--- config.mk ---
export PLATFORM = sky130hd
export DESIGN_NAME = chgst_regs
export DESIGN_NICKNAME = d
export VERILOG_FILES = /design/src/rtl/chgst_pkg.sv /design/src/rtl/chgst_sync.sv /design/src/rtl/chgst_regs.sv
export SDC_FILE = /design/constraint.sdc
export NUM_CORES = 1
export LEC_CHECK = 0
export ABC_CLOCK_PERIOD_IN_PS = 2750
export BUFFER_PORTS_ARGS = -buffer_cell sky130_fd_sc_hd__buf_2
export CAP_MARGIN = 10
export CORE_ASPECT_RATIO = 0.9
export CORE_MARGIN = 8
export CORE_UTILIZATION = 55
export CTS_BUF_LIST = sky130_fd_sc_hd__clkbuf_16
export DETAILED_ROUTE_END_ITERATION = 10
export PLACE_DENSITY = 0.82
export REMOVE_ABC_BUFFERS = 1
export SYNTH_ARGS = -nofsm -noshare
export SYNTH_HDL_FRONTEND = slang
export SYNTH_SLANG_ARGS = --single-unit
--- constraint.sdc ---
create_clock -name i_sys_clk -period 2.75 [get_ports i_sys_clk]
set_input_delay 0.55 -clock i_sys_clk [delete_from_list [all_inputs] [get_ports i_sys_clk]]
set_output_delay 0.55 -clock i_sys_clk [all_outputs]
set_load 0.02 [all_outputs]
--- src/rtl/chgst_pkg.sv ---
// Constants, field layouts and carrier types of the charger status block.
package chgst_pkg;
  localparam logic [7:0] CHGST_ADDR_STATE = 8'h08;
  localparam logic [7:0] CHGST_ADDR_FAULT = 8'h09;
  localparam logic [7:0] CHGST_ADDR_LOOP = 8'h0A;
  localparam logic [7:0] CHGST_ADDR_PARTINFO = 8'h0B;
  localparam int CHGST_REGRST_BIT = 7;
  localparam int CHGST_VLOOP_MASK_BIT = 1;
  localparam int CHGST_ILOOP_MASK_BIT = 0;
  localparam logic [1:0] CHGST_MASK_RESET = 2'h0;
  localparam logic CHGST_WDT_POR = 1'h1;
  localparam logic [2:0] CHGST_SRC_NONE = 3'h0;
  localparam logic [2:0] CHGST_SRC_USB = 3'h1;
  localparam logic [2:0] CHGST_SRC_ADAPTER = 3'h3;
  localparam logic [2:0] CHGST_SRC_BOOST = 3'h7;
  localparam logic [2:0] CHGST_TS_NORMAL = 3'h0;
  localparam logic [2:0] CHGST_TS_WARM = 3'h2;
  localparam logic [2:0] CHGST_TS_COOL = 3'h3;
  localparam logic [2:0] CHGST_TS_COLD = 3'h5;
  localparam logic [2:0] CHGST_TS_HOT = 3'h6;
  localparam int CHGST_SYNC_STAGES = 2;

  typedef enum logic [1:0] {
    CHGST_PH_IDLE, CHGST_PH_PRE, CHGST_PH_FAST, CHGST_PH_DONE
  } chgst_phase_t;

  typedef enum logic [1:0] {
    CHGST_CF_OK, CHGST_CF_INPUT, CHGST_CF_THERMAL, CHGST_CF_TIMER
  } chgst_cfault_t;

  // Raw conditions from the analog loops and the charger sequencer.
  typedef struct packed {
    logic vbus_present;
    logic boost_mode;
    logic psel_high;
    chgst_phase_t phase;
    logic power_good;
    logic thermal_reg;
    logic bat_below_min_sys;
    logic boost_fault;
    chgst_cfault_t cfault;
    logic bat_ovp;
    logic [2:0] ts_zone;
    logic source_ok;
    logic in_vloop;
    logic in_iloop;
    logic sense_fault;
    logic topoff_counting;
    logic input_ovp;
  } chgst_cond_t;

  // Register access from the serial bus engine.
  typedef struct packed {
    logic wr;
    logic rd;
    logic [7:0] addr;
    logic [7:0] wdata;
  } chgst_req_t;
endpackage

--- src/rtl/chgst_sync.sv ---
// Two-stage synchroniser for a vector of asynchronous levels.
`timescale 1ns/1ps
module chgst_sync #(
  parameter int WIDTH = 8
) (
  input wire logic i_sys_clk,
  input wire logic i_arst_n,
  input wire logic [WIDTH-1:0] i_async,
  output logic [WIDTH-1:0] o_sync
);
  logic [WIDTH-1:0] meta;

  initial begin
    if (WIDTH < 1) begin
      $error("chgst_sync: WIDTH must be at least one");
    end
  end

  always_ff @(posedge i_sys_clk or negedge i_arst_n) begin
    if (!i_arst_n) begin
      meta <= '0;
      o_sync <= '0;
    end else begin
      meta <= i_async;
      o_sync <= meta;
    end
  end
endmodule

--- src/rtl/chgst_regs.sv ---
// Charger status registers with interrupt masks and register reset.
`timescale 1ns/1ps
module chgst_regs
  import chgst_pkg::*;
(
  input wire logic i_sys_clk,
  input wire logic i_arst_n,
  input wire chgst_cond_t i_cond,
  input wire logic i_wdt_expired,
  input wire logic i_host_mode_ack,
  input wire chgst_req_t i_req,
  output logic [7:0] o_rdata,
  output logic o_rvalid,
  output logic o_host_irq_pulse,
  output logic o_safety_timer_reset,
  output logic o_regulate_via_bat_pin,
  output logic o_regrst_busy
);
  localparam int COND_W = $bits(chgst_cond_t);

  chgst_cond_t cond_s;
  logic [COND_W-1:0] cond_sync;
  logic [7:0] state_reg;
  logic [7:0] fault_reg;
  logic [7:0] loop_reg;
  logic [1:0] irq_mask;
  logic wdt_flag;
  logic regrst_pending;
  logic [15:0] prev_fields;
  logic [1:0] prev_loops;
  logic primed;
  logic [7:0] rdata;
  logic rvalid;

  chgst_sync #(
    .WIDTH(COND_W)
  ) u_sync (
    .i_sys_clk(i_sys_clk),
    .i_arst_n(i_arst_n),
    .i_async(i_cond),
    .o_sync(cond_sync)
  );
  assign cond_s = chgst_cond_t'(cond_sync);

  function automatic logic [2:0] src_code(input chgst_cond_t c);
    if (c.boost_mode) begin
      src_code = CHGST_SRC_BOOST;
    end else if (!c.vbus_present) begin
      src_code = CHGST_SRC_NONE;
    end else if (c.psel_high) begin
      src_code = CHGST_SRC_USB;
    end else begin
      src_code = CHGST_SRC_ADAPTER;
    end
  endfunction

  function automatic logic [2:0] ts_code(input chgst_cond_t c);
    logic [2:0] z;
    z = c.ts_zone;
    if (z == CHGST_TS_COLD || z == CHGST_TS_HOT) begin
      ts_code = z;
    end else if (!c.boost_mode &&
                 (z == CHGST_TS_WARM || z == CHGST_TS_COOL)) begin
      ts_code = z;
    end else begin
      ts_code = CHGST_TS_NORMAL;
    end
  endfunction

  // Source type reflects only the detected source, never the current limit.
  wire [2:0] src_w = src_code(cond_s);
  wire [1:0] phase_w = cond_s.phase;
  wire vsys_w = cond_s.bat_below_min_sys;
  // Warm and cool collapse to normal while boosting.
  wire [2:0] ts_w = ts_code(cond_s);

  assign state_reg = {src_w, phase_w, cond_s.power_good,
                      cond_s.thermal_reg, vsys_w};
  assign fault_reg = {wdt_flag, cond_s.boost_fault, cond_s.cfault,
                      cond_s.bat_ovp, ts_w};
  assign loop_reg = {cond_s.source_ok, cond_s.in_vloop, cond_s.in_iloop,
                     cond_s.sense_fault, cond_s.topoff_counting,
                     cond_s.input_ovp, irq_mask};
  assign o_regulate_via_bat_pin = cond_s.sense_fault;

  wire wr_loop = i_req.wr && i_req.addr == CHGST_ADDR_LOOP;
  wire [1:0] wr_mask = i_req.wdata[CHGST_VLOOP_MASK_BIT:CHGST_ILOOP_MASK_BIT];
  wire wr_rst = i_req.wr && i_req.addr == CHGST_ADDR_PARTINFO &&
                i_req.wdata[CHGST_REGRST_BIT];

  // Watchdog flag is set by expiry; the set wins over a host-mode clear.
  always_ff @(posedge i_sys_clk or negedge i_arst_n) begin
    if (!i_arst_n) begin
      wdt_flag <= CHGST_WDT_POR;
    end else if (i_wdt_expired) begin
      wdt_flag <= 1'b1;
    end else if (i_host_mode_ack) begin
      wdt_flag <= 1'b0;
    end
  end

  // Only the two mask bits accept writes; status bits are live values.
  always_ff @(posedge i_sys_clk or negedge i_arst_n) begin
    if (!i_arst_n) begin
      irq_mask <= CHGST_MASK_RESET;
    end else if (regrst_pending) begin
      irq_mask <= CHGST_MASK_RESET;
    end else if (wr_loop) begin
      irq_mask <= wr_mask;
    end
  end

  // Reset request holds for one cycle, then the bit reads back as zero.
  always_ff @(posedge i_sys_clk or negedge i_arst_n) begin
    if (!i_arst_n) begin
      regrst_pending <= 1'b0;
    end else begin
      regrst_pending <= wr_rst && !regrst_pending;
    end
  end
  assign o_regrst_busy = regrst_pending;
  assign o_safety_timer_reset = regrst_pending;

  always_ff @(posedge i_sys_clk or negedge i_arst_n) begin
    if (!i_arst_n) begin
      rdata <= 8'h00;
      rvalid <= 1'b0;
    end else begin
      rvalid <= i_req.rd;
      case (i_req.addr)
        CHGST_ADDR_STATE: rdata <= state_reg;
        CHGST_ADDR_FAULT: rdata <= fault_reg;
        CHGST_ADDR_LOOP: rdata <= loop_reg;
        default: rdata <= 8'h00;
      endcase
    end
  end
  assign o_rdata = rdata;
  assign o_rvalid = rvalid;

  // Interrupt on any state or fault register change; loop entries are gated by their masks.
  wire [15:0] cur_fields = {state_reg, fault_reg};
  wire [1:0] cur_loops = {cond_s.in_vloop, cond_s.in_iloop};
  wire field_chg = cur_fields != prev_fields;
  wire vloop_evt = cur_loops[1] && !prev_loops[1] &&
                   !irq_mask[CHGST_VLOOP_MASK_BIT];
  wire iloop_evt = cur_loops[0] && !prev_loops[0] &&
                   !irq_mask[CHGST_ILOOP_MASK_BIT];

  always_ff @(posedge i_sys_clk or negedge i_arst_n) begin
    if (!i_arst_n) begin
      prev_fields <= 16'h0000;
      prev_loops <= 2'h0;
      primed <= 1'b0;
      o_host_irq_pulse <= 1'b0;
    end else begin
      prev_fields <= cur_fields;
      prev_loops <= cur_loops;
      primed <= 1'b1;
      o_host_irq_pulse <= primed &&
                          (field_chg || vloop_evt || iloop_evt);
    end
  end

  property p_mask_default;
    @(posedge i_sys_clk) disable iff (!i_arst_n)
      regrst_pending |=> irq_mask == CHGST_MASK_RESET;
  endproperty
  a_mask_default: assert property (p_mask_default)
    else $error("masks not restored after register reset");

  property p_regrst_clears;
    @(posedge i_sys_clk) disable iff (!i_arst_n)
      regrst_pending |=> !regrst_pending;
  endproperty
  a_regrst_clears: assert property (p_regrst_clears)
    else $error("register reset bit did not clear");

  property p_boost_ts;
    @(posedge i_sys_clk) disable iff (!i_arst_n)
      cond_s.boost_mode |-> ts_w != CHGST_TS_WARM && ts_w != CHGST_TS_COOL;
  endproperty
  a_boost_ts: assert property (p_boost_ts)
    else $error("warm or cool reported in boost mode");

  property p_boost_src;
    @(posedge i_sys_clk) disable iff (!i_arst_n)
      cond_s.boost_mode |-> state_reg[7:5] == CHGST_SRC_BOOST;
  endproperty
  a_boost_src: assert property (p_boost_src)
    else $error("boost source code wrong");

  property p_vmask;
    @(posedge i_sys_clk) disable iff (!i_arst_n)
      (irq_mask[CHGST_VLOOP_MASK_BIT] && $rose(cond_s.in_vloop) &&
       $stable(cur_fields) && !iloop_evt) |=> !o_host_irq_pulse;
  endproperty
  a_vmask: assert property (p_vmask)
    else $error("masked voltage loop raised interrupt");

  property p_imask;
    @(posedge i_sys_clk) disable iff (!i_arst_n)
      (irq_mask[CHGST_ILOOP_MASK_BIT] && $rose(cond_s.in_iloop) &&
       $stable(cur_fields) && !vloop_evt) |=> !o_host_irq_pulse;
  endproperty
  a_imask: assert property (p_imask)
    else $error("masked current loop raised interrupt");

  property p_irq_on_change;
    @(posedge i_sys_clk) disable iff (!i_arst_n)
      (primed && field_chg) |=> o_host_irq_pulse;
  endproperty
  a_irq_on_change: assert property (p_irq_on_change)
    else $error("field change gave no interrupt");

  property p_wdt_set;
    @(posedge i_sys_clk) disable iff (!i_arst_n)
      i_wdt_expired |=> fault_reg[7];
  endproperty
  a_wdt_set: assert property (p_wdt_set)
    else $error("watchdog flag not set");

  property p_read_ro;
    @(posedge i_sys_clk) disable iff (!i_arst_n)
      (i_req.rd && i_req.addr == CHGST_ADDR_FAULT) |=>
        o_rvalid && o_rdata == $past(fault_reg);
  endproperty
  a_read_ro: assert property (p_read_ro)
    else $error("read did not return live fault flags");

  property p_wdt_clear;
    @(posedge i_sys_clk) disable iff (!i_arst_n)
      (i_host_mode_ack && !i_wdt_expired) |=> !fault_reg[7];
  endproperty
  a_wdt_clear: assert property (p_wdt_clear)
    else $error("watchdog flag not cleared by host mode");

  property p_mask_write;
    @(posedge i_sys_clk) disable iff (!i_arst_n)
      (wr_loop && !regrst_pending) |=> irq_mask == $past(wr_mask);
  endproperty
  a_mask_write: assert property (p_mask_write)
    else $error("mask write did not land");

  property p_rvalid_on;
    @(posedge i_sys_clk) disable iff (!i_arst_n)
      i_req.rd |=> o_rvalid;
  endproperty
  a_rvalid_on: assert property (p_rvalid_on)
    else $error("read gave no valid strobe");

  property p_rvalid_off;
    @(posedge i_sys_clk) disable iff (!i_arst_n)
      !i_req.rd |=> !o_rvalid;
  endproperty
  a_rvalid_off: assert property (p_rvalid_off)
    else $error("valid strobe without a read");

  property p_read_state;
    @(posedge i_sys_clk) disable iff (!i_arst_n)
      (i_req.rd && i_req.addr == CHGST_ADDR_STATE) |=>
        o_rdata == $past(state_reg);
  endproperty
  a_read_state: assert property (p_read_state)
    else $error("read did not return live state flags");

  property p_read_loop;
    @(posedge i_sys_clk) disable iff (!i_arst_n)
      (i_req.rd && i_req.addr == CHGST_ADDR_LOOP) |=>
        o_rdata == $past(loop_reg);
  endproperty
  a_read_loop: assert property (p_read_loop)
    else $error("read did not return live loop flags");

  property p_read_unmapped;
    @(posedge i_sys_clk) disable iff (!i_arst_n)
      (i_req.rd && i_req.addr != CHGST_ADDR_STATE &&
       i_req.addr != CHGST_ADDR_FAULT && i_req.addr != CHGST_ADDR_LOOP) |=>
        o_rdata == 8'h00;
  endproperty
  a_read_unmapped: assert property (p_read_unmapped)
    else $error("unmapped read returned nonzero data");

  property p_timer_reset;
    @(posedge i_sys_clk) disable iff (!i_arst_n)
      (wr_rst && !regrst_pending) |=> o_safety_timer_reset && o_regrst_busy;
  endproperty
  a_timer_reset: assert property (p_timer_reset)
    else $error("register reset did not reset the safety timer");

  property p_ts_buck;
    @(posedge i_sys_clk) disable iff (!i_arst_n)
      (!cond_s.boost_mode && (cond_s.ts_zone == CHGST_TS_WARM ||
                              cond_s.ts_zone == CHGST_TS_COOL)) |->
        ts_w == cond_s.ts_zone;
  endproperty
  a_ts_buck: assert property (p_ts_buck)
    else $error("warm or cool lost in buck mode");

  property p_src_none;
    @(posedge i_sys_clk) disable iff (!i_arst_n)
      (!cond_s.boost_mode && !cond_s.vbus_present) |->
        state_reg[7:5] == CHGST_SRC_NONE;
  endproperty
  a_src_none: assert property (p_src_none)
    else $error("source code wrong with no input");

  // A level that merely holds must stay silent, or the host is flooded.
  property p_irq_quiet;
    @(posedge i_sys_clk) disable iff (!i_arst_n)
      ($stable(cur_fields) && !$rose(cond_s.in_vloop) &&
       !$rose(cond_s.in_iloop) && primed) |=> !o_host_irq_pulse;
  endproperty
  a_irq_quiet: assert property (p_irq_quiet)
    else $error("interrupt pulse without a change");
endmodule

==> Flow_metrics.wiki, run 1 <==
{| class="wikitable"
! Metric !! Value
|-
| Result of the run || finished clean
|-
| Hpwl dp || between 3000 and 4000 um
|-
| Placer Congestion || 0.775
|-
| Worst hold slack || ~0.26 ns
|-
| Maximum frequency from static timing analysis || about 640 MHz
|-
| Crit. End Element || flop
|-
| Peak VDD IR || about 0.66 mV
|-
| DRC || 0
|-
| Worst path required time || 2.94 ns
|-
| Global Route Usage Sum || between 10% and 20%
|-
| Cells on worst reg2reg path || 4
|-
| Proportion of synthesized chip area in sequential cells || 74.6%
|-
| Min Clock Period, post-route || around 1.6 ns
|-
| Mean instance size in the synthesized netlist || between 10 and 15 um^2
|-
| Sequential power share || between 50% and 60%
|-
| Maximum number of pins on one net before global-route repair || 48
|-
| Library cells used by synthesis || 37
|-
| Reported leakage power || about 1.5 nW
|-
| Antenna-violating nets left || 0
|-
| First-pass GRT wire length || 7190 um
|-
| Row Count || 23
|-
| Proportion of total power due to net switching || a little over a fifth
|-
| Total number of clock tree sinks || 75
|-
| Fraction of synthesized cell area taken by the top area cell type || about three quarters
|-
| DRC violation total after the first TritonRoute iteration || 71
|-
| Share of post-route cells with drive strength above 1 || roughly 29%
|-
| Detailed-routing iteration count for the pre-antenna-repair pass || 4
|-
| Initial antenna violation count || 0
|-
| CP Max Fanout || 11
|-
| Actual transition at the worst max-transition pin || roughly 0.64 ns
|-
| Clk slew on worst S/H paths || 0.05 ns
|-
| Number of buffers inserted by post-CTS setup repair || 0
|-
| Total of cells resized after clock tree synthesis || 0
|-
| Power density relative to cell area || between 700 and 800 nW/um^2
|-
| Post-place setup slack || roughly 0.9 ns
|-
| Pins over their slew limit || 0
|-
| Top Ports || 56
|-
| Top cells by area in the synthesized netlist || sky130_fd_sc_hd__dfrtp_1 (74%), sky130_fd_sc_hd__a21oi_1 (2.4%), sky130_fd_sc_hd__mux2i_1 (2.4%)
|-
| Synthesized instance count || between 150 and 200
|-
| Switching component of the power || 0.000475 W
|-
| Number of levels in the clock H-tree || 3
|-
| MaxCap Viol Count || 0
|-
| Synth warnings || 0
|-
| FF-to-FF End || o_host_irq_pulse
|-
| Vert. Die Dim || 80.2 um
|-
| Vias post-DR || ~1500
|-
| Die area || around 7000 um^2
|-
| Arrival @ worst endpoint || 1.74 ns
|-
| Std-Cell Core Area || 4430 um^2
|-
| Count of inserted antenna diode cells || 0
|-
| Int Pwr || about 0.0018 W
|-
| Routed WL per cell || 14.8 um
|-
| Gate power share || approximately 5.4%
|-
| Clock tree skew after final layout || 0.00422 ns
|-
| TritonCTS Buffers || 9
|-
| Post-detailed-route via-to-cell ratio || 4.93
|-
| CTS root buf || sky130_fd_sc_hd__clkbuf_16
|-
| Most area-hungry cell type in the Yosys netlist || sky130_fd_sc_hd__dfrtp_1
|-
| Setup CP Type || reg -> reg
|-
| Endpoint of the worst setup timing path || o_host_irq_pulse
|-
| Finish-stage setup viols || 0
|-
| TritonCTS clock tree || done
|-
| Proportion of power drawn by the clock network || about 42%
|-
| Hold-fix buffers at CTS || 0
|-
| Setup repair after global routing missed its margin || no
|-
| Layout Nets || 273
|-
| Setup tns final || 0 ns
|-
| Vias in the first global route || approximately 1600
|-
| Highest-count cells in the layout ignoring fill and taps || sky130_fd_sc_hd__dfrtp_1 (74), sky130_fd_sc_hd__buf_2 (50), sky130_fd_sc_hd__nor2_1 (13), sky130_fd_sc_hd__a21oi_1 (12), sky130_fd_sc_hd__clkbuf_16 (9)
|-
| Port buffer count || 50
|-
| Global route overflow || 0
|-
| First element of the critical path || u_sync.o_sync[19]
|-
| Most common library cell in the layout ignoring fill and taps || sky130_fd_sc_hd__dfrtp_1
|-
| Buffers from clock root to sink, at most || 2
|-
| Worst setup SP type || flop
|-
| Synthesized area || 2520 um^2
|-
| Seq cells post-synth || 75
|-
| Die extent in x || 87.3 um
|-
| Effective utilization at floorplan || a little under three fifths
|-
| Worst-case register-to-register setup slack || around 1.2 ns
|-
| Area overhead of the layout relative to synthesis || 22.6%
|-
| Minimum setup slack in the final design || around 1.2 ns
|-
| Share of the cycle needed by the critical path after routing || a little under three fifths
|-
| Aggregate routed wire length || between 4000 and 5000 um
|-
| Classification of the worst-slack hold path || in -> async
|-
| Max transition margin || approximately 58%
|-
| Origin of the critical flop-to-flop path || u_sync.o_sync[19]
|-
| Number of endpoints with negative hold slack in the final report || 0
|-
| Later-pin clock latency in the skew report || ~0.32 ns
|}
==> worst max-delay path, cell delays in order, from the launching register on <==
cell and delay (ns):
sky130_fd_sc_hd__dfrtp_1 0.50, sky130_fd_sc_hd__nand4bb_2 0.30, sky130_fd_sc_hd__and3_1 0.23, sky130_fd_sc_hd__a2111oi_4 0.26
sky130_fd_sc_hd__a31oi_1 0.13
==> routing by layer <==
metal,track usage [%],up-vias,routed length [um]
li1,-,692,-
met5,0,-,0
met3,5.40,8,301
met4,7.55,0,84
met1,14.9,725,1790
met2,22.5,39,2210
==> worst min path at each step <==
stage | cells after the start | start | endpoint | slack, ns
floorplan | 0 | i_arst_n | irq_mask[0] | 0.25
global placement | 0 | u_sync.meta[2] | u_sync.o_sync[2] | 0.33
detailed placement | 0 | u_sync.meta[11] | u_sync.o_sync[11] | 0.33
global route | 1 | i_arst_n | u_sync.meta[1] | 0.31
CTS | 1 | i_arst_n | u_sync.meta[1] | 0.27
finish | 1 | i_arst_n | u_sync.meta[1] | 0.26
==> power by group through the flow <==
stage	Sequential, W	Combinational (W)	Clock, W
2_1_floorplan	0.00120	0.0000540	0
3_3_place_gp	0.00120	0.000120	0
3_5_place_dp	0.00121	0.000124	0
4_1_cts	0.00119	0.000125	0.000990
5_1_grt	0.00119	0.000138	0.00104
6_report	0.00119	0.000123	0.000967
==> sequential cells by signal, summed over array words and instances, names as in the netlist <==
name and cells:
prev_loops 2, primed 1, u_sync.o_sync 21, wdt_flag 1, o_rvalid 1, irq_mask 2, prev_fields 16, o_regrst_busy 1
u_sync.meta 21, o_rdata 8, o_host_irq_pulse 1
==> metrics by stage <==
step,total power [W],cell area (um^2),std cells,utilization [%]
floorplan,0.00125,2480,168,-
global placement,0.00132,2830,281,63.9
detailed placement,0.00133,2830,281,63.9
CTS,0.00230,3090,297,69.6
global route,0.00237,3090,297,69.6
finish,0.00228,3090,297,69.6
==> synthesized netlist by cell type <==
cell,number
sky130_fd_sc_hd__a2111oi_4,1
sky130_fd_sc_hd__nor2b_1,5
sky130_fd_sc_hd__and2_1,2
sky130_fd_sc_hd__and3_1,5
sky130_fd_sc_hd__nor2_1,13
sky130_fd_sc_hd__dfstp_2,1
sky130_fd_sc_hd__xnor2_1,6
sky130_fd_sc_hd__nand4bb_2,1
sky130_fd_sc_hd__and4_1,1
sky130_fd_sc_hd__nor3_1,3
sky130_fd_sc_hd__xor2_1,6
sky130_fd_sc_hd__a21o_1,1
sky130_fd_sc_hd__conb_1,1
sky130_fd_sc_hd__a31oi_1,2
sky130_fd_sc_hd__o21ai_1,2
sky130_fd_sc_hd__mux2i_1,6
sky130_fd_sc_hd__nand4b_1,1
sky130_fd_sc_hd__nand3_1,1
sky130_fd_sc_hd__o31ai_1,1
sky130_fd_sc_hd__buf_2,3
sky130_fd_sc_hd__nand4_1,2
sky130_fd_sc_hd__nand2_1,6
sky130_fd_sc_hd__or3_4,1
sky130_fd_sc_hd__o21ai_0,1
sky130_fd_sc_hd__or2_2,1
sky130_fd_sc_hd__a2111oi_0,1
sky130_fd_sc_hd__o221a_1,1
sky130_fd_sc_hd__nand2b_1,2
sky130_fd_sc_hd__buf_6,1
sky130_fd_sc_hd__dfrtp_1,74
sky130_fd_sc_hd__a21oi_1,12
sky130_fd_sc_hd__or2_1,1
sky130_fd_sc_hd__inv_1,4
sky130_fd_sc_hd__nand3b_1,1
sky130_fd_sc_hd__o211ai_1,1
sky130_fd_sc_hd__nor4b_1,1
sky130_fd_sc_hd__buf_4,1
==> cells by family after synthesis <==
group,share of synthesized area (%)
AOI/OAI and AO/OA,6.26
muxes,2.38
other,0.149
xor gates and xnor gates,4.17
buffers and inverters,1.94
DFF,74.6
and+or+nand+nor,10.5
==> area by class of cell <==
class                      instances  area [um^2]
tap                               62         77.6
multi-input combinational         89          592
fill                             316         1350
inverter                           4         15.0
clock buffer                       9          225
clock inverter                     7         28.8
sequential                        75         1880
timing repair buffer              51          270
(Power assumes the default switching activity.)
==> run 2, diff against run 1 <==
ABC_AREA = 1   (was not set)
ABC_CLOCK_PERIOD_IN_PS = 1250   (was 2750)
CORE_UTILIZATION = 48   (was 55)
PLACE_DENSITY = 0.76   (was 0.82)
clock period = 1.25 ns   (was 2.75 ns; I/O delays follow)
==> run 2 against run 1 <==
Effect of this change: the flow now finishes with violations (setup timing); sequential share of layout area is 4.7 points lower; largest power group unchanged; clock-buffer cell count stayed put; maximum frequency is 13% higher; die area is 14% higher.
==> Flow_metrics.wiki, run 2 <==
{| class="wikitable"
! Metric !! Value
|-
| Result of the run || finished, violations left
|-
| Failing checks || setup timing
|-
| Top flip-flop cell by instance count after synthesis || sky130_fd_sc_hd__dfrtp_1
|-
| Most used standard cell by instance count after synthesis || sky130_fd_sc_hd__dfrtp_1
|-
| Die area || 7990 um^2 (+14%)
|-
| Std-Cell Core Area || 5220 um^2 (+18%)
|-
| Worst setup SP type || flop
|-
| Initial antenna violation count || 0 (unchanged)
|-
| Cell area after layout || 3350 um^2 (+8.5%)
|-
| Power density relative to cell area || 1550 nW/um^2 (+110%)
|-
| Critical path buffer and inverter count || 2 (+2)
|-
| Pins over their slew limit || 0 (unchanged)
|-
| Maximum frequency from static timing analysis || 730 MHz (+13%)
|-
| Gate power share || 5.8% (+0.4 points)
|-
| Non-filler cells, final || 381 (+28%)
|-
| Fraction of synthesized cell area taken by the top area cell type || 71.6% (-1.9 points)
|-
| Vias in the first global route || 1878 (+17%)
|-
| Area overhead of the layout relative to synthesis || 29.5%
|-
| Post-synth EDFFs || 0 (unchanged)
|-
| CP Max Fanout || 6 (-5)
|-
| Proportion of power drawn by the clock network || 43.9% (+1.5 points)
|-
| Share of post-route cells with drive strength above 1 || 31.2% (+2.7 points)
|-
| Classification of the worst-slack hold path || in -> reg
|-
| Proportion of synthesized chip area in sequential cells || 72.7% (-1.9 points)
|-
| Delay of the slowest cell on the worst path || 0.47 ns (-0.03 ns)
|-
| Commonest cells in the netlist || sky130_fd_sc_hd__dfrtp_1 (74), sky130_fd_sc_hd__nand2_1 (69), sky130_fd_sc_hd__inv_1 (31), sky130_fd_sc_hd__nor2_1 (24), sky130_fd_sc_hd__nand3_1 (16)
|-
| Global Route Usage Sum || 13.2% (-0.48 points)
|-
| Largest family of logic cells by synthesized area || simple AND/OR/NAND/NOR gates
|-
| Most common library cell in the layout ignoring fill and taps || sky130_fd_sc_hd__dfrtp_1
|-
| Most area-hungry cell type in the Yosys netlist || sky130_fd_sc_hd__dfrtp_1
|-
| Top cells by area in the synthesized netlist || sky130_fd_sc_hd__dfrtp_1 (72%), sky130_fd_sc_hd__nand2_1 (10%), sky130_fd_sc_hd__inv_1 (4.5%)
|-
| Filler Cells Inserted || 403 (+28%)
|-
| Port buffer count || 50 (unchanged)
|-
| Setup CP Type || reg -> reg
|-
| Setup repair after global routing missed its margin || yes
|-
| Registers with the most flip-flops || u_sync.meta x21, u_sync.o_sync x21, prev_fields x16
|-
| TritonCTS clock tree || done
|-
| Number of endpoints with negative hold slack in the final report || 0 (unchanged)
|-
| Buffers from clock root to sink, at most || 2 (unchanged)
|-
| Compound-cell area share of the yosys netlist || 0.290% (-6.0 points)
|-
| Maximum number of pins on one net before global-route repair || 25 (-48%)
|-
| Routed WL per cell || 12.3 um (-17%)
|-
| Placer Congestion || 0.820 (+5.9%)
|-
| Aggregate routed wire length || 4690 um (+7.1%)
|-
| Total power after layout || 0.00518 W (+130%)
|-
| Hpwl dp || 3280 um (+6.3%)
|-
| Highest-count cells in the layout ignoring fill and taps || sky130_fd_sc_hd__dfrtp_1 (73), sky130_fd_sc_hd__nand2_1 (63), sky130_fd_sc_hd__buf_2 (49), sky130_fd_sc_hd__inv_1 (29), sky130_fd_sc_hd__nor2_1 (22)
|-
| TritonCTS Buffers || 9 (unchanged)
|-
| First-pass GRT wire length || 7960 um (+11%)
|-
| Total number of clock tree sinks || 75 (unchanged)
|-
| Int Pwr || 0.00401 W (+120%)
|-
| DRC violation total after the first TritonRoute iteration || 70 (-1.4%)
|-
| Proportion of total power due to net switching || 22.6% (+1.8 points)
|-
| Reported leakage power || 1.77 nW (+18%)
|-
| Synth warnings || 0 (unchanged)
|-
| Minimum setup slack in the final design || -0.120 ns (-1.32 ns)
|-
| Mean instance size in the synthesized netlist || 11.0 um^2 (-24%)
|-
| Arrival @ worst endpoint || 1.59 ns (-0.15 ns)
|-
| Adder-cell share of the synthesized area || 0% (unchanged)
|-
| CTS root buf || sky130_fd_sc_hd__clkbuf_16
|-
| Clk slew on worst S/H paths || 0.06 ns (about the same)
|-
| Global route overflow || 0 (unchanged)
|-
| Switching component of the power || 0.00117 W (+150%)
|-
| XOR/XNOR share of the synthesized area || 0.678% (-3.5 points)
|-
| Vias post-DR || 1753 (+20%)
|-
| Layout Nets || 353 (+29%)
|-
| Library cells used by synthesis || 17 (-54%)
|-
| Row Count || 25 (+8.7%)
|-
| Top Ports || 56 (unchanged)
|-
| Count of inserted antenna diode cells || 0 (unchanged)
|-
| Vert. Die Dim || 85.6 um (+6.8%)
|-
| DRC || 0 (unchanged)
|-
| Clock tree skew after final layout || 0.00427 ns (+0.0000444 ns)
|-
| Die extent in x || 93.4 um (+6.9%)
|-
| Launch point of the worst hold path || i_cond[1]
|-
| Synthesized area || 2580 um^2 (+2.6%)
|-
| Share of the cycle needed by the critical path after routing || 110% (+53 points)
|-
| Later-pin clock latency in the skew report || 0.33 ns (about the same)
|-
| Worst hold slack || 0.0221 ns (-0.235 ns)
|-
| Share of synthesized flip-flops with an asynchronous set or reset || 100% (unchanged)
|-
| Worst path required time || 1.47 ns (-1.47 ns)
|-
| Seq cells post-synth || 75 (unchanged)
|-
| Sequential power share || 50.3% (-1.9 points)
|-
| Peak VDD IR || 1.16 mV (+76%)
|-
| Cell type group with the largest total delay on the critical path || simple AND/OR/NAND/NOR gates
|-
| Detailed-routing iteration count for the pre-antenna-repair pass || 4 (unchanged)
|-
| Basic-gate share of the synthesized area counting and, or, nand and nor cells || 21.0% (+10 points)
|-
| First element of the critical path || u_sync.o_sync[19]
|-
| Min Clock Period, post-route || 1.37 ns (-0.182 ns)
|-
| Synthesized instance count || 234 (+35%)
|-
| Finish-stage setup viols || 1 (+1)
|-
| Critical path cell sequence || inv_2 > nand2_2 > nand2_2 > inv_2 > nand2_2 > nand2_2 > nor2_1 > nand3_1 > nor2_1 > nor2_1
|-
| MaxCap Viol Count || 0 (unchanged)
|-
| Slowest cell on the critical path || sky130_fd_sc_hd__dfrtp_2
|-
| Effective utilization at floorplan || 49.5% (-7.3 points)
|-
| Post-detailed-route via-to-cell ratio || 4.60 (-6.7%)
|-
| Post-DP Area || 3020 um^2 (+6.5%)
|-
| Library cell appearing most often on the critical path || sky130_fd_sc_hd__nand2_2
|-
| Antenna-violating nets left || 0 (unchanged)
|-
| Number of levels in the clock H-tree || 3 (unchanged)
|-
| Fraction of synthesized area in multiplexers || 0% (-2.4 points)
|-
| Cell total after placement || 362 (+29%)
|-
| Origin of the critical flop-to-flop path || u_sync.o_sync[19]
|-
| Crit. End Element || flop
|}
==> run 2: changes by cell type in the layout (fill, tap and decap cells not counted), moves of 4 or more <==
cell | previous run | this run
sky130_fd_sc_hd__nand2_1 | 6 | 63
sky130_fd_sc_hd__nand3_1 | 1 | 15
sky130_fd_sc_hd__xor2_1 | 6 | 2
sky130_fd_sc_hd__inv_1 | 7 | 29
sky130_fd_sc_hd__nor2b_1 | 5 | 0
sky130_fd_sc_hd__mux2i_1 | 6 | 0
sky130_fd_sc_hd__a21oi_1 | 12 | 0
sky130_fd_sc_hd__buf_4 | 0 | 16
sky130_fd_sc_hd__nand2_2 | 0 | 7
sky130_fd_sc_hd__xnor2_1 | 6 | 0
sky130_fd_sc_hd__clkinvlp_4 | 0 | 4
sky130_fd_sc_hd__nor2_1 | 13 | 22
sky130_fd_sc_hd__and3_1 | 5 | 0
==> run 2: path summary, 6_finish.rpt <==
path                                     end  slack (ns)  cells past startpoint
max in group asynchronous     prev_fields[7]        0.47                      3
max                         o_host_irq_pulse       -0.12                     10
min                           u_sync.meta[1]        0.02                      1
max reg2reg                 o_host_irq_pulse       -0.12                     10
min in group asynchronous   u_sync.o_sync[5]        0.28                      2
min reg2reg                u_sync.o_sync[19]        0.34                      0
==> run 2: through the flow <==
step | TNS (ns) | setup WS [ns] | utilization [%]
final | -0.120 | -0.120 | 64.1
after global routing | -0.229 | -0.193 | 64.1
after CTS | -0.0845 | -0.0845 | 63.2
after detailed placement | -0.161 | -0.109 | 57.7
after global placement | -0.0434 | -0.0434 | 57.7
after floorplan | 0 | 0.0262 | -
==> run 2: per-layer routing <==
layer / track usage, % / vias to the layer above / part of all wire (%)
li1: - / 863 / -
met1: 14.2 / 824 / 43
met2: 21.1 / 58 / 47
met3: 6.63 / 8 / 8.4
met4: 6.58 / 0 / 2.1
met5: 0 / - / 0
==> run 2: area by class of cell <==
class | instances | area (um^2) | share of cell area, %
tap | 67 | 83.8 | 2.50
clock buffer | 9 | 225 | 6.73
multi-input combinational | 125 | 602 | 18.0
clock inverter | 6 | 42.5 | 1.27
timing repair buffer | 67 | 395 | 11.8
inverter | 32 | 120 | 3.59
sequential | 75 | 1880 | 56.1
==> run 2: power groups by stage <==
stage | Combinational (W) | Clock [W] | Sequential (W)
floorplan | 0.000110 | 0 | 0.00264
global placement | 0.000274 | 0 | 0.00264
detailed placement | 0.000284 | 0 | 0.00264
CTS | 0.000290 | 0.00234 | 0.00260
global route | 0.000347 | 0.00245 | 0.00262
finish | 0.000302 | 0.00227 | 0.00261
==> run 2: kinds of logic (layout without fill, tap and decap cells) <==
family | count (synthesis) | after routing
AOI/OAI and AO/OA | 1 | 1
xor gates and xnor gates | 2 | 2
buffers and inverters | 34 | 114
DFF | 75 | 75
other | 1 | 1
and+or+nand+nor | 121 | 121
==> run 2: timing repair <==
action | CTS | global route
setup endpoints to repair | 1 | 1
resized for setup | 4 | 9
hold buffers | 1 | 0
endpoints found under the hold margin | 31 | 0
pin swaps | 1 | 12
buffers inserted | 0 | 3
==> run 3, diff against run 2 <==
ABC_AREA = not set   (was 1)
CORE_UTILIZATION = 47   (was 48)
PLACE_DENSITY = 0.75   (was 0.76)
==> run 3 against run 2 <==
Effect of this change: the run still ends with setup timing left; critical path type unchanged; global-route usage is 0.14 points lower; first-iteration DRC count shrank 31%; largest power group unchanged; clock-buffer cell count is the same; highest routed layer unchanged; sequential cell count stayed put; routed wire length increased by 0.62%; sequential power hardly changed.
==> Flow_metrics.wiki, run 3 (synthesis results as in run 1) <==
{| class="wikitable"
! Metric !! Value
|-
| Port buffer count || 50 (unchanged)
|-
| Minimum setup slack in the final design || -0.164 ns (-0.0438 ns)
|-
| Setup repair after global routing missed its margin || yes
|-
| CTS root buf || sky130_fd_sc_hd__clkbuf_16
|-
| Global Route Usage Sum || 13.1% (-0.14 points)
|-
| Layout Nets || 291 (-18%)
|-
| Registers with the most flip-flops || u_sync.meta x21, u_sync.o_sync x21, prev_fields x16
|-
| Area overhead of the layout relative to synthesis || 32.4%
|-
| Gate power share || 6.7% (+0.9 points)
|-
| Int Pwr || 0.00422 W (+5.5%)
|-
| Vert. Die Dim || 85.5 um (-0.20%)
|-
| Total power after layout || 0.00532 W (+2.8%)
|-
| Worst setup SP type || flop
|-
| TritonCTS Buffers || 9 (unchanged)
|-
| Worst path required time || 1.45 ns (-0.02 ns)
|-
| Vias in the first global route || 1679 (-11%)
|-
| Number of endpoints with negative hold slack in the final report || 0 (unchanged)
|-
| Cells on worst reg2reg path || 5 (-5)
|-
| Critical path cell sequence || buf_6 > mux2i_2 > and3_1 > o221a_1 > a31oi_1
|-
| Initial antenna violation count || 0 (unchanged)
|-
| First element of the critical path || u_sync.o_sync[8]
|-
| Filler Cells Inserted || 367 (-8.9%)
|-
| Reported leakage power || 1.62 nW (-8.8%)
|-
| Failing checks || setup timing
|-
| Hpwl dp || 3270 um (about the same)
|-
| Proportion of power drawn by the clock network || 44.3% (+0.4 points)
|-
| Switching component of the power || 0.00110 W (-6.3%)
|-
| Finished Core Util || 63.9% (-0.24 points)
|-
| Total number of clock tree sinks || 75 (unchanged)
|-
| Later-pin clock latency in the skew report || 0.33 ns (about the same)
|-
| Number of levels in the clock H-tree || 3 (unchanged)
|-
| Arrival @ worst endpoint || 1.62 ns (+0.03 ns)
|-
| FF-to-FF End || o_host_irq_pulse
|-
| Setup CP Type || reg -> reg
|-
| Worst-case register-to-register setup slack || -0.16 ns (-0.04 ns)
|-
| Crit. End Element || flop
|-
| Highest-count cells in the layout ignoring fill and taps || sky130_fd_sc_hd__dfrtp_1 (73), sky130_fd_sc_hd__buf_2 (49), sky130_fd_sc_hd__buf_4 (15), sky130_fd_sc_hd__nor2_1 (13), sky130_fd_sc_hd__a21oi_1 (11)
|-
| Vias post-DR || 1544 (-12%)
|-
| Classification of the worst-slack hold path || in -> reg
|-
| Die extent in x || 93.2 um (-0.20%)
|-
| Result of the run || finished, violations left
|-
| Delay of the slowest cell on the worst path || 0.39 ns (-0.08 ns)
|-
| Antenna-violating nets left || 0 (unchanged)
|-
| Aggregate routed wire length || 4720 um (+0.62%)
|-
| Share of the cycle needed by the critical path after routing || 113% (+3.5 points)
|-
| Maximum frequency from static timing analysis || 707 MHz (-3.1%)
|-
| Routed WL per cell || 14.8 um (+20%)
|-
| First-pass GRT wire length || 7800 um (-2.1%)
|-
| Placer Congestion || 0.806 (-1.7%)
|-
| Row Count || 25 (unchanged)
|-
| Buffers from clock root to sink, at most || 2 (unchanged)
|-
| Std-Cell Core Area || 5220 um^2 (unchanged)
|-
| Effective utilization at floorplan || 48.2% (-1.3 points)
|-
| Min Clock Period, post-route || 1.41 ns (+0.0438 ns)
|-
| MaxCap Viol Count || 0 (unchanged)
|-
| Peak VDD IR || 1.01 mV (-13%)
|-
| Count of inserted antenna diode cells || 0 (unchanged)
|-
| Slowest cell on the critical path || sky130_fd_sc_hd__dfrtp_1
|-
| Clock tree skew after final layout || 0.00754 ns (+0.00327 ns)
|-
| DRC violation total after the first TritonRoute iteration || 48 (-31%)
|-
| Pins over their slew limit || 0 (unchanged)
|-
| Top Ports || 56 (unchanged)
|-
| TritonCTS clock tree || done
|-
| Proportion of total power due to net switching || 20.6% (-2.0 points)
|-
| Finish-stage setup viols || 2 (+1)
|-
| Origin of the critical flop-to-flop path || u_sync.o_sync[8]
|-
| Post-detailed-route via-to-cell ratio || 4.83 (+4.9%)
|-
| Global route overflow || 0 (unchanged)
|-
| Endpoint of the worst setup timing path || o_host_irq_pulse
|-
| Die area || 7960 um^2 (-0.40%)
|-
| Maximum number of pins on one net before global-route repair || 41 (+64%)
|-
| Detailed-routing iteration count for the pre-antenna-repair pass || 4 (unchanged)
|-
| Power density relative to cell area || 1600 nW/um^2 (+3.2%)
|-
| CP Max Fanout || 4 (-2)
|-
| Share of post-route cells with drive strength above 1 || 36.8% (+5.5 points)
|-
| DRC || 0 (unchanged)
|-
| Sequential power share || 49.0% (-1.3 points)
|-
| Clk slew on worst S/H paths || 0.06 ns (about the same)
|-
| Most common library cell in the layout ignoring fill and taps || sky130_fd_sc_hd__dfrtp_1
|}
run 3: changes by cell type in the layout (fill, tap and decap cells not counted), sizes merged, moves of 5 or more:
cell   change
a21oi     +12
and3       +5
inv       -25
mux2i      +6
nand2     -64
nand3     -15
nor2      -11
nor2b      +5
xnor2      +6
run 3: power by group through the flow:
stage / registers (W) / logic, W / clock network [W]
global route: 0.00262 / 0.000397 / 0.00253
global placement: 0.00264 / 0.000320 / 0
floorplan: 0.00264 / 0.000119 / 0
finish: 0.00261 / 0.000357 / 0.00236
detailed placement: 0.00264 / 0.000328 / 0
CTS: 0.00260 / 0.000348 / 0.00240
run 3: timing repair:
action,4_1_cts,5_1_grt
resized for setup,6,9
endpoints found under the setup margin,2,5
hold endpoints to repair,74,0
pin swaps,2,8
setup buffers,2,0
hold buffers,1,0
run 3: layout make-up:
class                           instances  area (um^2)  area share (%)
Clock buffer                            9          225            6.75
Clock inverter                          7         53.8            1.61
Inverter                                4         15.0           0.450
Multi-Input combinational cell         89          648            19.4
Sequential cell                        75         1880            56.3
Tap cell                               67         83.8            2.51
Timing Repair Buffer                   69          430            12.9
run 3: worst min path at each step:
stage                           from                to  slack [ns]  depth (start not counted)
after floorplan             i_arst_n       irq_mask[0]       -0.05                          0
after global placement      i_arst_n  u_sync.o_sync[7]        0.24                          2
after detailed placement    i_arst_n  u_sync.o_sync[7]        0.24                          2
after CTS                 i_cond[13]   u_sync.meta[13]        0.02                          1
after global routing      i_cond[20]   u_sync.meta[20]        0.01                          1
final                      i_cond[7]    u_sync.meta[7]        0.03                          1
run 3: per-layer routing:
layer	global-route usage (%)	up-vias	part of all wire, %
met1	14.2	740	42
met5	0	-	0
li1	-	734	-
met3	5.38	17	7.2
met2	19.9	53	48
met4	10.1	0	3.7
run 3: critical path, delay by kind of cell (launching register included):
kind | cells | cell delay (ns)
simple gates | 1 | 0.21
compound gates | 2 | 0.33
mux | 1 | 0.23
buf+inv | 1 | 0.13
flops | 1 | 0.39
run 3: metrics by stage:
| stage | area [um^2] | worst slack (ns) | TNS [ns] | hold slack (ns) | instances |
|---|---|---|---|---|---|
| floorplan | 2480 | -0.173 | -0.173 | -0.0456 | 168 |
| global placement | 2970 | -0.158 | -0.862 | 0.236 | 301 |
| CTS | 3290 | -0.164 | -0.175 | 0.0164 | 320 |
| finish | 3340 | -0.164 | -0.175 | 0.0263 | 320 |
| global route | 3340 | -0.245 | -0.402 | 0.0117 | 320 |
| detailed placement | 2970 | -0.212 | -1.34 | 0.236 | 301 |
